--- config.mk ---
export PLATFORM = sky130hd
export DESIGN_NAME = ecsw_core
export DESIGN_NICKNAME = d
export VERILOG_FILES = /design/src/ecsw_pkg.sv /design/src/ecsw_core.sv
export SDC_FILE = /design/constraint.sdc
export NUM_CORES = 1
export LEC_CHECK = 0
export BUFFER_PORTS_ARGS = -buffer_cell sky130_fd_sc_hd__buf_2
export CAP_MARGIN = 20
export CORE_ASPECT_RATIO = 1.4
export CORE_MARGIN = 2
export CORE_UTILIZATION = 35
export DETAILED_ROUTE_END_ITERATION = 7
export SYNTH_ARGS = -nofsm -noshare
export SYNTH_HDL_FRONTEND = slang
export SYNTH_SLANG_ARGS = --single-unit
--- constraint.sdc ---
create_clock -name clk -period 3.6 [get_ports clk]
set_input_delay 0.54 -clock clk [delete_from_list [all_inputs] [get_ports clk]]
set_output_delay 0.54 -clock clk [all_outputs]
set_load 0.01 [all_outputs]
--- src/ecsw_pkg.sv ---
// ecsw_pkg: constants and types for the encoder control/status word block
package ecsw_pkg;

	// =========================================================================
	// timing
	// =========================================================================
	localparam int CLK_PERIOD_NS = 5;        // 200 MHz
	localparam int NV_MIN_NS     = 5000000;  // nonvolatile store, least 5 ms
	localparam int NV_MAX_NS     = 10000000; // nonvolatile store, most 10 ms
	localparam int NV_MIN_CYC    = (NV_MIN_NS + CLK_PERIOD_NS - 1) / CLK_PERIOD_NS;
	localparam int NV_MAX_CYC    = NV_MAX_NS / CLK_PERIOD_NS;
	localparam int NV_CNT_W      = 24;

	// =========================================================================
	// parameter record layout
	// =========================================================================
	localparam logic [15:0] REC_INDEX  = 16'hBF00;
	localparam int          REC_FLAGS  = 0;
	localparam int          REC_STEPS  = 1;
	localparam int          REC_TOTAL  = 9;
	localparam int          REC_FIELD  = 8;  // octets per resolution field
	localparam int          REC_SOL    = 17;
	localparam int          REC_VEL    = 18;
	localparam int          REC_LEN    = 19;
	localparam int          REC_ADDR_W = 5;

	// =========================================================================
	// reset values
	// =========================================================================
	localparam logic [7:0]  BYTE_RST = 8'h00;
	localparam logic [31:0] WORD_RST = 32'h0000_0000;
	localparam logic [15:0] STAT_RST = 16'h0000;

	// =========================================================================
	// control and status word layout, bit 15 down to bit 0
	// =========================================================================
	typedef struct packed {
		logic        ack;      // acknowledge sensor fault
		logic        park;     // sensor parking
		logic        abs_req;  // cyclic absolute value request
		logic        home_req; // set/shift home position, rising edge
		logic        home_rel; // 0 absolute set, 1 relative shift
		logic [10:0] rsvd;
	} ecsw_ctrl_t;

	typedef struct packed {
		logic        fault;    // sensor fault
		logic        park_ok;  // parking active
		logic        abs_ok;   // cyclic absolute value accepted
		logic        home_ok;  // home position set/shift carried out
		logic        ack_slow; // fault reset longer than one bus cycle
		logic [10:0] rsvd;
	} ecsw_stat_t;

	typedef struct packed {
		logic [7:0]  flags;
		logic [63:0] steps;
		logic [63:0] total;
		logic [7:0]  sol_limit;
		logic [7:0]  vel_unit;
	} ecsw_param_t;

	typedef enum logic [1:0] {
		S_IDLE  = 2'b00,
		S_STORE = 2'b01,
		S_DONE  = 2'b11
	} ecsw_home_t;

endpackage : ecsw_pkg

--- src/ecsw_core.sv ---
// ecsw_core: encoder control word interpreter and status word generator
`timescale 1ns/10ps

// =============================================================================
// Overview of operation
// - control bit 11: 0 loads preset as position, 1 adds preset as offset
// - rising edge on control bit 12 requests home set/shift; idle at 0
// - after home request, store offset; suppress position output 5 to 10 ms
// - control bit 13 set: send absolute position cyclically in second word
// - second word carries absolute position whenever nothing else needs it
// - while control bit 14 is set, suppress diagnostic and error reports
// - control bit 15 requests acknowledge and reset of a sensor fault
// - bits 0 to 10 of control and status words are reserved
// - status bit 11 set when fault reset takes over one bus cycle
// - status bit 12 confirms home set/shift carried out
// - status bit 13 confirms cyclic absolute value accepted
// - status bit 14 confirms parking active; no error reports then
// - status bit 15 flags sensor fault; second word carries error code
// - position goes out cyclically, preset comes in cyclically
// - startup parameter record at index 0xBF00 configures the device
// - record: steps per revolution octets 1..8, total resolution 9..16
// - record: sign-of-life fault limit octet 17, velocity unit octet 18
module ecsw_core #(
	parameter int NV_MIN = ecsw_pkg::NV_MIN_CYC,
	parameter int NV_MAX = ecsw_pkg::NV_MAX_CYC
) (
	input  wire logic                  clk,
	input  wire logic                  rst_b,
	input  wire logic                  bus_cycle,
	input  wire logic [15:0]           ctrl_word,
	input  wire logic [31:0]           preset_value,
	input  wire logic [31:0]           raw_position,
	input  wire logic                  fault_event,
	input  wire logic                  sensor_ok,
	input  wire logic [31:0]           fault_code,
	input  wire logic                  nv_busy,
	input  wire logic                  rec_wr,
	input  wire logic [15:0]           rec_index,
	input  wire logic [4:0]            rec_addr,
	input  wire logic [7:0]            rec_data,
	output logic                       nv_store,
	output logic [31:0]                nv_offset,
	output logic [15:0]                status_word,
	output logic [31:0]                position_word,
	output logic [31:0]                second_position_word,
	output logic                       position_valid,
	output ecsw_pkg::ecsw_param_t      param
);

	// local copies of package widths, used in size casts
	localparam int CW = ecsw_pkg::NV_CNT_W;
	localparam int AW = ecsw_pkg::REC_ADDR_W;

	// =========================================================================
	// control word decode
	// =========================================================================
	ecsw_pkg::ecsw_ctrl_t ctl;
	ecsw_pkg::ecsw_ctrl_t ctl_reg;
	ecsw_pkg::ecsw_ctrl_t ctl_next;
	logic                 home_edge;

	// only the named fields are kept; reserved bits never reach a flop
	assign ctl      = ctrl_word;
	assign ctl_next = '{ack: ctl.ack, park: ctl.park, abs_req: ctl.abs_req,
		home_req: ctl.home_req, home_rel: ctl.home_rel,
		rsvd: '0};
	assign home_edge = bus_cycle & ctl.home_req & ~ctl_reg.home_req;

	// last accepted control word, taken once per bus cycle
	always_ff @(posedge clk or negedge rst_b) begin
		if (!rst_b) begin
			ctl_reg <= ecsw_pkg::ecsw_ctrl_t'(ecsw_pkg::STAT_RST);
		end else if (bus_cycle) begin
			ctl_reg <= ctl_next;
		end
	end

	// =========================================================================
	// home position sequence and nonvolatile store
	// =========================================================================
	ecsw_pkg::ecsw_home_t          state_reg;
	ecsw_pkg::ecsw_home_t          state_next;
	logic [ecsw_pkg::NV_CNT_W-1:0] cnt_reg;
	logic [ecsw_pkg::NV_CNT_W-1:0] cnt_next;
	logic [31:0]                   offset_reg;
	logic [31:0]                   offset_next;
	logic                          store_end;
	logic                          suppress;
	logic                          nv_store_reg;

	// absolute: position becomes preset; relative: preset adds on
	assign offset_next = ctl.home_rel ? offset_reg + preset_value
		: preset_value - raw_position;
	// store holds at least the least time, ends once nv_busy is low or at the longest time
	assign store_end = (cnt_reg >= CW'(NV_MIN - 1) && !nv_busy)
		|| cnt_reg >= CW'(NV_MAX - 1);
	assign suppress  = (state_reg == ecsw_pkg::S_STORE);
	assign cnt_next  = suppress ? cnt_reg + 1'b1 : '0;

	// next state of the home sequence
	always_comb begin
		state_next = state_reg;
		case (state_reg)
			ecsw_pkg::S_IDLE: begin
				if (home_edge) begin
					state_next = ecsw_pkg::S_STORE;
				end
			end
			ecsw_pkg::S_STORE: begin
				if (store_end) begin
					state_next = ecsw_pkg::S_DONE;
				end
			end
			ecsw_pkg::S_DONE: begin
				if (bus_cycle && !ctl.home_req) begin
					state_next = ecsw_pkg::S_IDLE;
				end
			end
			default: begin
				state_next = ecsw_pkg::S_IDLE;
			end
		endcase
	end

	// state, store timer, offset and store strobe
	always_ff @(posedge clk or negedge rst_b) begin
		if (!rst_b) begin
			state_reg    <= ecsw_pkg::S_IDLE;
			cnt_reg      <= '0;
			offset_reg   <= ecsw_pkg::WORD_RST;
			nv_store_reg <= 1'b0;
		end else begin
			state_reg    <= state_next;
			cnt_reg      <= cnt_next;
			nv_store_reg <= home_edge && state_reg == ecsw_pkg::S_IDLE;
			if (home_edge && state_reg == ecsw_pkg::S_IDLE) begin
				offset_reg <= offset_next;
			end
		end
	end

	assign nv_store  = nv_store_reg;
	assign nv_offset = offset_reg;

	// =========================================================================
	// sensor fault and acknowledge
	// =========================================================================
	logic fault_reg;
	logic ack_slow_reg;
	logic fault_clr;

	// acknowledge clears only a sensor that is healthy again; a new fault wins
	assign fault_clr = ctl_reg.ack & sensor_ok & ~fault_event;

	always_ff @(posedge clk or negedge rst_b) begin
		if (!rst_b) begin
			fault_reg    <= 1'b0;
			ack_slow_reg <= 1'b0;
		end else begin
			fault_reg <= fault_event | (fault_reg & ~fault_clr);
			if (!fault_reg || !ctl_reg.ack) begin
				ack_slow_reg <= 1'b0;
			end else if (bus_cycle) begin
				ack_slow_reg <= 1'b1;
			end
		end
	end

	// =========================================================================
	// cyclic status and position words
	// =========================================================================
	ecsw_pkg::ecsw_stat_t stat_next;
	ecsw_pkg::ecsw_stat_t stat_reg;
	logic [31:0]          pos;
	logic                 report_fault;
	logic [31:0]          pos_reg;
	logic [31:0]          second_reg;
	logic                 valid_reg;

	assign pos          = raw_position + offset_reg;
	assign report_fault = fault_reg & ~ctl.park;
	assign stat_next = '{
		fault:    report_fault,
		park_ok:  ctl.park,
		abs_ok:   ctl.abs_req,
		home_ok:  state_reg == ecsw_pkg::S_DONE && ctl.home_req,
		ack_slow: ack_slow_reg & ~ctl.park,
		rsvd:     '0};

	// words refresh once per bus cycle; position held while storing
	always_ff @(posedge clk or negedge rst_b) begin
		if (!rst_b) begin
			stat_reg   <= ecsw_pkg::ecsw_stat_t'(ecsw_pkg::STAT_RST);
			pos_reg    <= ecsw_pkg::WORD_RST;
			second_reg <= ecsw_pkg::WORD_RST;
			valid_reg  <= 1'b0;
		end else if (bus_cycle) begin
			stat_reg  <= stat_next;
			valid_reg <= ~suppress;
			if (!suppress) begin
				pos_reg    <= pos;
				second_reg <= report_fault ? fault_code : pos;
			end
		end
	end

	assign status_word          = stat_reg;
	assign position_word        = pos_reg;
	assign second_position_word = second_reg;
	assign position_valid       = valid_reg;

	// =========================================================================
	// startup parameter record
	// =========================================================================
	logic [7:0] rec_reg [ecsw_pkg::REC_LEN];
	logic       rec_hit;

	assign rec_hit = rec_wr && rec_index == ecsw_pkg::REC_INDEX
		&& rec_addr < AW'(ecsw_pkg::REC_LEN);

	// one octet per write; writes to other records are ignored
	always_ff @(posedge clk or negedge rst_b) begin
		if (!rst_b) begin
			for (int i = 0; i < ecsw_pkg::REC_LEN; i++) begin
				rec_reg[i] <= ecsw_pkg::BYTE_RST;
			end
		end else if (rec_hit) begin
			rec_reg[rec_addr] <= rec_data;
		end
	end

	// resolution fields, most significant octet first
	for (genvar g = 0; g < ecsw_pkg::REC_FIELD; g++) begin : g_res
		assign param.steps[63-8*g -: 8] = rec_reg[ecsw_pkg::REC_STEPS+g];
		assign param.total[63-8*g -: 8] = rec_reg[ecsw_pkg::REC_TOTAL+g];
	end
	assign param.flags     = rec_reg[ecsw_pkg::REC_FLAGS];
	assign param.sol_limit = rec_reg[ecsw_pkg::REC_SOL];
	assign param.vel_unit  = rec_reg[ecsw_pkg::REC_VEL];
endmodule : ecsw_core

==> results of run 1 <==
==> cell usage after synthesis (5+ instances only) <==
cell and number:
or4_1 7, o21ai_1 7, nand2_1 227, buf_4 11, ha_1 71, and3_1 16, o211ai_1 7, and2_1 9
nor2_1 99, nand3_1 26, clkbuf_1 59, o21bai_1 9, o21ai_0 104, nor2b_1 11, a211o_1 5, xnor2_1 58
xor2_1 44, nand4_1 15, a21o_1 44, buf_1 12, dfrtp_1 285, a21oi_1 72, mux2_2 159, o21a_1 8
a31oi_1 25, or3_1 7, nor3_1 12, inv_1 22, nand3b_1 9, nor4_1 9, o31ai_1 6, nand2b_1 11
==> cell type report <==
cell class / instances / area (um2)
fillers: 4200 / 23240
multi-input cells: 1149 / 8158
flip-flops and latches: 285 / 7132
repair buffers: 569 / 3408
clock buffers: 36 / 834.6
well taps: 558 / 698.2
clock inverters: 20 / 163.9
inverters: 23 / 86.33
diodes: 1 / 2.502
==> worst paths after layout <==
kind	startpoint	to	cells after the start	slack, ns
hold / removal	fault_event	fault_reg$_DFF_PN0_	2	0.16
setup reg to reg	nv_offset[0]$_DFFE_PN0P_	nv_offset[30]$_DFFE_PN0P_	14	0.15
setup / recovery	raw_position[9]	nv_offset[31]$_DFFE_PN0P_	19	-0.04
min in group asynchronous	rst_b	param[120]$_DFFE_PN0P_	2	0.59
hold reg to reg	cnt_reg[0]$_DFF_PN0_	cnt_reg[0]$_DFF_PN0_	1	0.46
max in group asynchronous	rst_b	nv_offset[25]$_DFFE_PN0P_	3	2.02
==> worst reg2reg max path, stage by stage (launching register included) <==
cell,delay (ns)
dfrtp_1,0.38
nand2_1,0.05
o21ai_0,0.07
ha_1,0.22
fa_1,0.41
a21oi_2,0.16
o21ai_1,0.10
a211o_1,0.31
and2_4,0.14
a211o_1,0.29
a41o_1,0.23
o41a_1,0.42
a221oi_2,0.30
xor2_1,0.16
o21ai_1,0.07
==> cell families (layout without fill, tap and decap cells) <==
kind of cell | count (synthesis) | count (layout)
AOI/OAI and AO/OA | 328 | 328
xor gates and xnor gates | 102 | 102
adders and majority gates | 73 | 73
buffers and inverters | 105 | 648
DFF | 285 | 285
muxes | 161 | 161
other | 1 | 12
and+or+nand+nor | 474 | 474
==> what timing repair did <==
| item | CTS | global route |
|---|---|---|
| pin swaps | 11 | 36 |
| hold buffers | 1 | 0 |
| hold endpoints to repair | 32 | 0 |
| setup buffers | 1 | 11 |
| gates resized for setup | 14 | 48 |
| endpoints found under the setup margin | 6 | 19 |
==> power groups by stage <==
| stage | Clock, mW | Sequential [mW] | Combinational [mW] |
|---|---|---|---|
| floorplan | 0 | 4.44 | 2.86 |
| finish | 3.14 | 4.25 | 5.42 |
| detailed placement | 0 | 4.30 | 5.28 |
| global placement | 0 | 4.29 | 5.21 |
| global route | 3.38 | 4.32 | 5.98 |
| CTS | 3.26 | 4.25 | 5.33 |
==> placed cells by master (no fill, tap or decap), drive strengths merged, types with 4 or more instances in the layout <==
cell,synthesis,routed
o31ai,6,6
nand3b,9,9
nor2b,11,11
inv,22,27
nor2,99,99
a21o,44,44
and2,10,10
buf,23,568
or4,7,7
clkinvlp,0,5
conb,1,11
or3,7,7
nand2,227,227
nor4,9,9
a211o,5,5
o211ai,7,7
o21ai,112,112
xor2,44,44
xnor2,58,58
nand3,26,26
a211oi,4,4
nor3,13,13
o21a,8,8
and3,16,16
o21bai,9,9
a41o,4,4
clkinv,1,10
mux2,159,159
nand4,15,15
nand2b,11,11
a21oi,74,74
clkbuf,59,36
dfrtp,285,285
a21boi,4,4
ha,71,71
or2,4,4
a31oi,25,25
==> routing by layer <==
layer,part of all wire,GRT usage,up-vias
met4,0.030,0.07015,2
met3,0.060,0.03501,82
met1,0.41,0.2415,6451
li1,-,-,6422
met5,0.00034,0,-
met2,0.50,0.3692,448
==> qor.yml, run 1 <==
status:
  status: "complete, but fails checks"
  violations: "setup timing"
synthesis:
  syn_inst: 1529
  synth-adder-area-share: 0.06024
  avgSynthCellArea_um2: 10.08
  netlist.area_leader.share: 0.4628
  yosys.area_share.xor_xnor: 0.05797
  async_flop_share: 1.000
  ys_seq_area_frac: 0.4628
  synth-compound-area-share: 0.1327
  synth-seq-cells: 285
  synth_top_family_by_area: "simple AND/OR/NAND/NOR gates"
  synth-edff-count: 0
  ys_warn_count: 0
  synthTopCellsByArea: "dfrtp_1, mux2_2, ha_1, nand2_1, o21ai_0"
  yosys.area_share.simple: 0.1403
  synth_mux_area_frac: 0.1175
  synth_area_um2: 15410
  yosysTopAreaCell: "dfrtp_1"
  synth_flop_cell: "dfrtp_1"
  synth_cell_types: 71
power_and_ir_drop:
  powerDensity_nw_per_um2: 625.2
  net-switching-power_mw: 4.923
  peakVddDrop_mv: 0.4973
  switching_share: 0.3844
  intPower_mw: 7.884
  pwr-share-clk: 0.245
  power_mw: 12.81
  p_comb_frac: 0.423
  sequentialPowerShare: 0.332
  p_leak_nw: 10.88
grt:
  grt_pass1_vias: 13714
  grt_overflow: 0
  grt_start_max_net_pins: 86
  antenna_found_initial: 2
  grt.total_usage: 0.2033
  grt_pass1_wl_um: 73910
timing:
  final-max-slew-violation-count: 0
  period_minus_slack_ns: 3.637
  grt_setup_unrepaired: "yes"
  finalSetupTns_ns: -0.08105
  period_share: 1.010
  finClkSkew_ns: 0.01271
  postLayoutSetupSlackWorst_ns: -0.03689
  relSlewSlack: 0.3012
  finalSetupViolations: 3
  hold_viol: 0
  holdWs_ns: 0.1616
  tightest_slew_ns: 1.046
  fmax_ghz: 0.2750
placement:
  pre_cts_ws_ns: -0.8194
  routabilityCongestion: 0.9204
  io_buffers: 391
  hpwl_um: 37070
  placed_area_um2: 19120
  dp_cells: 2570
floorplan:
  start_util: 0.3525
  die_h_um: 252.3
  io_pins: 414
  rows: 91
  die_width_um: 181.3
  die_area_um2: 45750
  core_um2: 43720
critical_path:
  cp-end-kind: "flip-flop"
  crit_slowest_cell: "nor4_2"
  critPathTopFamily: "simple AND/OR/NAND/NOR gates"
  worstSetupStartpointType: "primary input"
  slowest_delay_ns: 0.37
  crit_chain: "buf_2 -> nor4_2 -> nor2b_4 -> nand2_2 -> nor3b_2 -> buf_4 -> nand2_2 -> or2_4 -> buf_4 -> nor3_1 -> xor2_1 -> o21ai_1 -> ha_1 -> a21oi_1 -> nor2b_1 -> a221o_1 -> o211a_1 -> mux2i_1 -> a22oi_1"
  critical_path_class: "primary input to flip-flop"
  path_max_fanout: 4
  critPathRequiredTime_ns: 4.04
  crit_arrival_ns: 4.07
  cp.buffers_inverters: 3
clocking:
  h-tree-depth: 1
  cts-root-buf: "clkbuf_16"
  cts_buffers: 30
  clock-sinks: 285
  cts_tree: "built"
  cts_buffer_depth: 3
  clk-insertion-delay-late_ns: 0.57
  path_clk_slew_ns: 0.07
route:
  drc: 0
  drt_iter0_markers: 585
  vias: 13405
  wl_um: 47680
  ant_nets: 0
  dr.pass1.iters: 5
  wl_per_cell_um: 18.05
  routed_via_density: 5.076
finish:
  final_net_count: 2279
  layout-area-overhead-vs-synth_pct: 32.91
  stdcell_count: 2641
  largest_register_ffs: 152
  finalInstanceArea_um2: 20480
  drive_gt1_frac: 0.4025
  fin_util: 0.4685
flow_run:
  drv_cap: 0
min_path:
  hold_class: "primary input to flip-flop"
Power figures use the tool's default switching activity.
==> run 2: changes to the inputs <==
--- a/config.mk
+++ b/config.mk
@@ -9,8 +9,9 @@
 export CAP_MARGIN = 20
 export CORE_ASPECT_RATIO = 1.4
 export CORE_MARGIN = 2
-export CORE_UTILIZATION = 35
+export CORE_UTILIZATION = 54
 export DETAILED_ROUTE_END_ITERATION = 7
+export PLACE_DENSITY = 0.82
 export SYNTH_ARGS = -nofsm -noshare
 export SYNTH_HDL_FRONTEND = slang
 export SYNTH_SLANG_ARGS = --single-unit
==> run 2 against run 1 <==
The run still ends with setup timing left. Setup slack got worse by 0.088 ns. Clock skew increased by 0.0048 ns. Sequential power about the same. Largest power group unchanged. Highest routed layer unchanged.
==> qor.yml, run 2 (synthesis results as in run 1) <==
finish:
  most-common-layout-cells: "buf_2, dfrtp_1, nand2_1"  # unchanged
  layout-area-overhead-vs-synth_pct: 30.35  # was 32.91%
  final_net_count: 2257  # was 2279
  seq_area_um2: 7132  # unchanged
  fillerInstances: 1996  # was 4200
  finalInstanceArea_um2: 20090  # was 20480 um2
  largest_register_ffs: 152  # unchanged
  fin_util: 0.7118  # was 0.4685
  layout_commonest_cell: "buf_2"  # unchanged
  drive_gt1_frac: 0.3956  # was 0.4025
  multi_input_area_um2: 8135  # was 8158 um2
grt:
  grt.total_usage: 0.3052  # was 0.2033
  grt_overflow: 0  # unchanged
  grt_start_max_net_pins: 101  # was 86
  antenna_found_initial: 2  # unchanged
  grt_pass1_wl_um: 72720  # was 73910 um
  grt_pass1_vias: 14011  # was 13714
route:
  dr.pass1.iters: 5  # unchanged
  routed_via_density: 5.659  # was 5.076
  wl_per_cell_um: 19.23  # was 18.05 um
  drc: 0  # unchanged
  wl_um: 46750  # was 47680 um
  vias: 13758  # was 13405
  drt_iter0_markers: 721  # was 585
  ant_nets: 0  # unchanged
timing:
  grt_setup_unrepaired: "yes"  # unchanged
  relSlewSlack: 0.4865  # was 0.3012
  finalSetupViolations: 3  # unchanged
  tightest_slew_ns: 0.7703  # was 1.046 ns
  finClkSkew_ns: 0.01751  # was 0.01271 ns
  period_share: 1.035  # was 1.010
  period_minus_slack_ns: 3.725  # was 3.637 ns
  postLayoutSetupSlackWorst_ns: -0.1248  # was -0.03689 ns
  final-max-slew-violation-count: 0  # unchanged
  fmax_ghz: 0.2685  # was 0.2750 GHz
  hold_viol: 0  # unchanged
power_and_ir_drop:
  p_leak_nw: 10.81  # was 10.88 nW
  peakVddDrop_mv: 0.4977  # was 0.4973 mV
  powerDensity_nw_per_um2: 639.3  # was 625.2 nW/um2
  power_mw: 12.84  # was 12.81 mW
clocking:
  path_clk_slew_ns: 0.07  # about the same
  clock-sinks: 285  # unchanged
  cts-root-buf: "clkbuf_16"  # unchanged
  cts_buffer_depth: 3  # unchanged
  h-tree-depth: 1  # unchanged
  cts_tree: "built"  # unchanged
  postCtsHoldBufs: 0  # was 1
  cts_buffers: 28  # was 30
  clk-insertion-delay-late_ns: 0.55  # was 0.57 ns
min_path:
  hold_class: "primary input to asynchronous set/reset pin"  # was primary input to flip-flop
floorplan:
  die_area_um2: 29930  # was 45750 um2
  io_pins: 414  # unchanged
  rows: 73  # was 91
  core_um2: 28220  # was 43720 um2
  die_h_um: 203.9  # was 252.3 um
  start_util: 0.5460  # was 0.3525
  die_width_um: 146.8  # was 181.3 um
critical_path:
  critical_path_class: "primary input to flip-flop"  # unchanged
  cp-end-kind: "flip-flop"  # unchanged
  path_max_fanout: 4  # unchanged
  crit_arrival_ns: 4.17  # was 4.07 ns
  worstSetupStartpointType: "primary input"  # unchanged
  critPathRequiredTime_ns: 4.04  # about the same
placement:
  hpwl_um: 35110  # was 37070 um
  routabilityCongestion: 0.9448  # was 0.9204
  placed_area_um2: 18810  # was 19120 um2
  pre_cts_ws_ns: -0.8969  # was -0.8194 ns
  io_buffers: 391  # unchanged
status:
  violations: "setup timing"  # unchanged
  status: "complete, but fails checks"  # unchanged
flow_run:
  drv_cap: 0  # unchanged
-- run 2: report_power, final --
group | internal [mW] | total (mW) | switching, mW
sequential | 3.77 | 4.26 | 0.487
clock | 1.96 | 3.25 | 1.29
combinational | 2.30 | 5.33 | 3.03
total | 8.04 | 12.8 | 4.80
-- run 2: routing by layer --
layer	wire (um)	share of wire	GRT usage
met4	2167	0.046	0.1432
met3	3432	0.073	0.04710
met1	17440	0.37	0.3562
met5	8	0.00017	0
met2	23700	0.51	0.5503
-- run 2: stage by stage --
stage | setup TNS [ns] | hold slack (ns) | cells
global route | -1.754 | 0.07353 | 2431
detailed placement | -10.69 | 0.4521 | 2377
CTS | -0.1640 | 0.05659 | 2427
global placement | -7.698 | 0.4443 | 2377
finish | -0.2311 | 0.02230 | 2431
floorplan | -1.093 | 0.2444 | 1539
-- run 2: critical path: stages --
cell	delay [ns]
buf_2	0.12
buf_4	0.15
nor2_1	0.12
nor4b_1	0.38
xor2_1	0.11
o21ai_0	0.30
ha_1	0.33
o21a_1	0.14
a211o_1	0.25
and2_4	0.14
a211o_1	0.33
a41o_1	0.29
o41a_1	0.42
a221oi_2	0.29
xor2_1	0.18
o21ai_1	0.07
-- run 2: final timing paths --
path                                                            end  slack, ns  cells past startpoint                    startpoint
worst min-delay path                          param[88]$_DFFE_PN0P_       0.02                      1                         rst_b
worst min register to register         position_word[7]$_DFFE_PN0P_       0.47                      2  position_word[7]$_DFFE_PN0P_
max in group asynchronous       second_position_word[5]$_DFFE_PN0P_       2.70                      2                         rst_b
worst max-delay path                      nv_offset[30]$_DFFE_PN0P_      -0.12                     16               raw_position[2]
min in group clk                                fault_reg$_DFF_PN0_       0.17                      2                   fault_event
worst max register to register            nv_offset[30]$_DFFE_PN0P_       0.06                     14      nv_offset[0]$_DFFE_PN0P_
-- run 2: final cells by class --
type                       count  share of cell area
timing repair buffer         549              0.1614
inverter                      23            0.004298
clock inverter                15             0.01221
sequential                   285              0.3550
clock buffer                  34             0.03856
multi-input combinational   1149              0.4050
tap                          375             0.02336
antenna                        1           0.0001246
-- run 2: what timing repair did --
item,in CTS,in global routing
cloned,0,0
endpoints found under the setup margin,8,18
pin swaps,8,25
buffers inserted,1,3
resized for setup,21,37
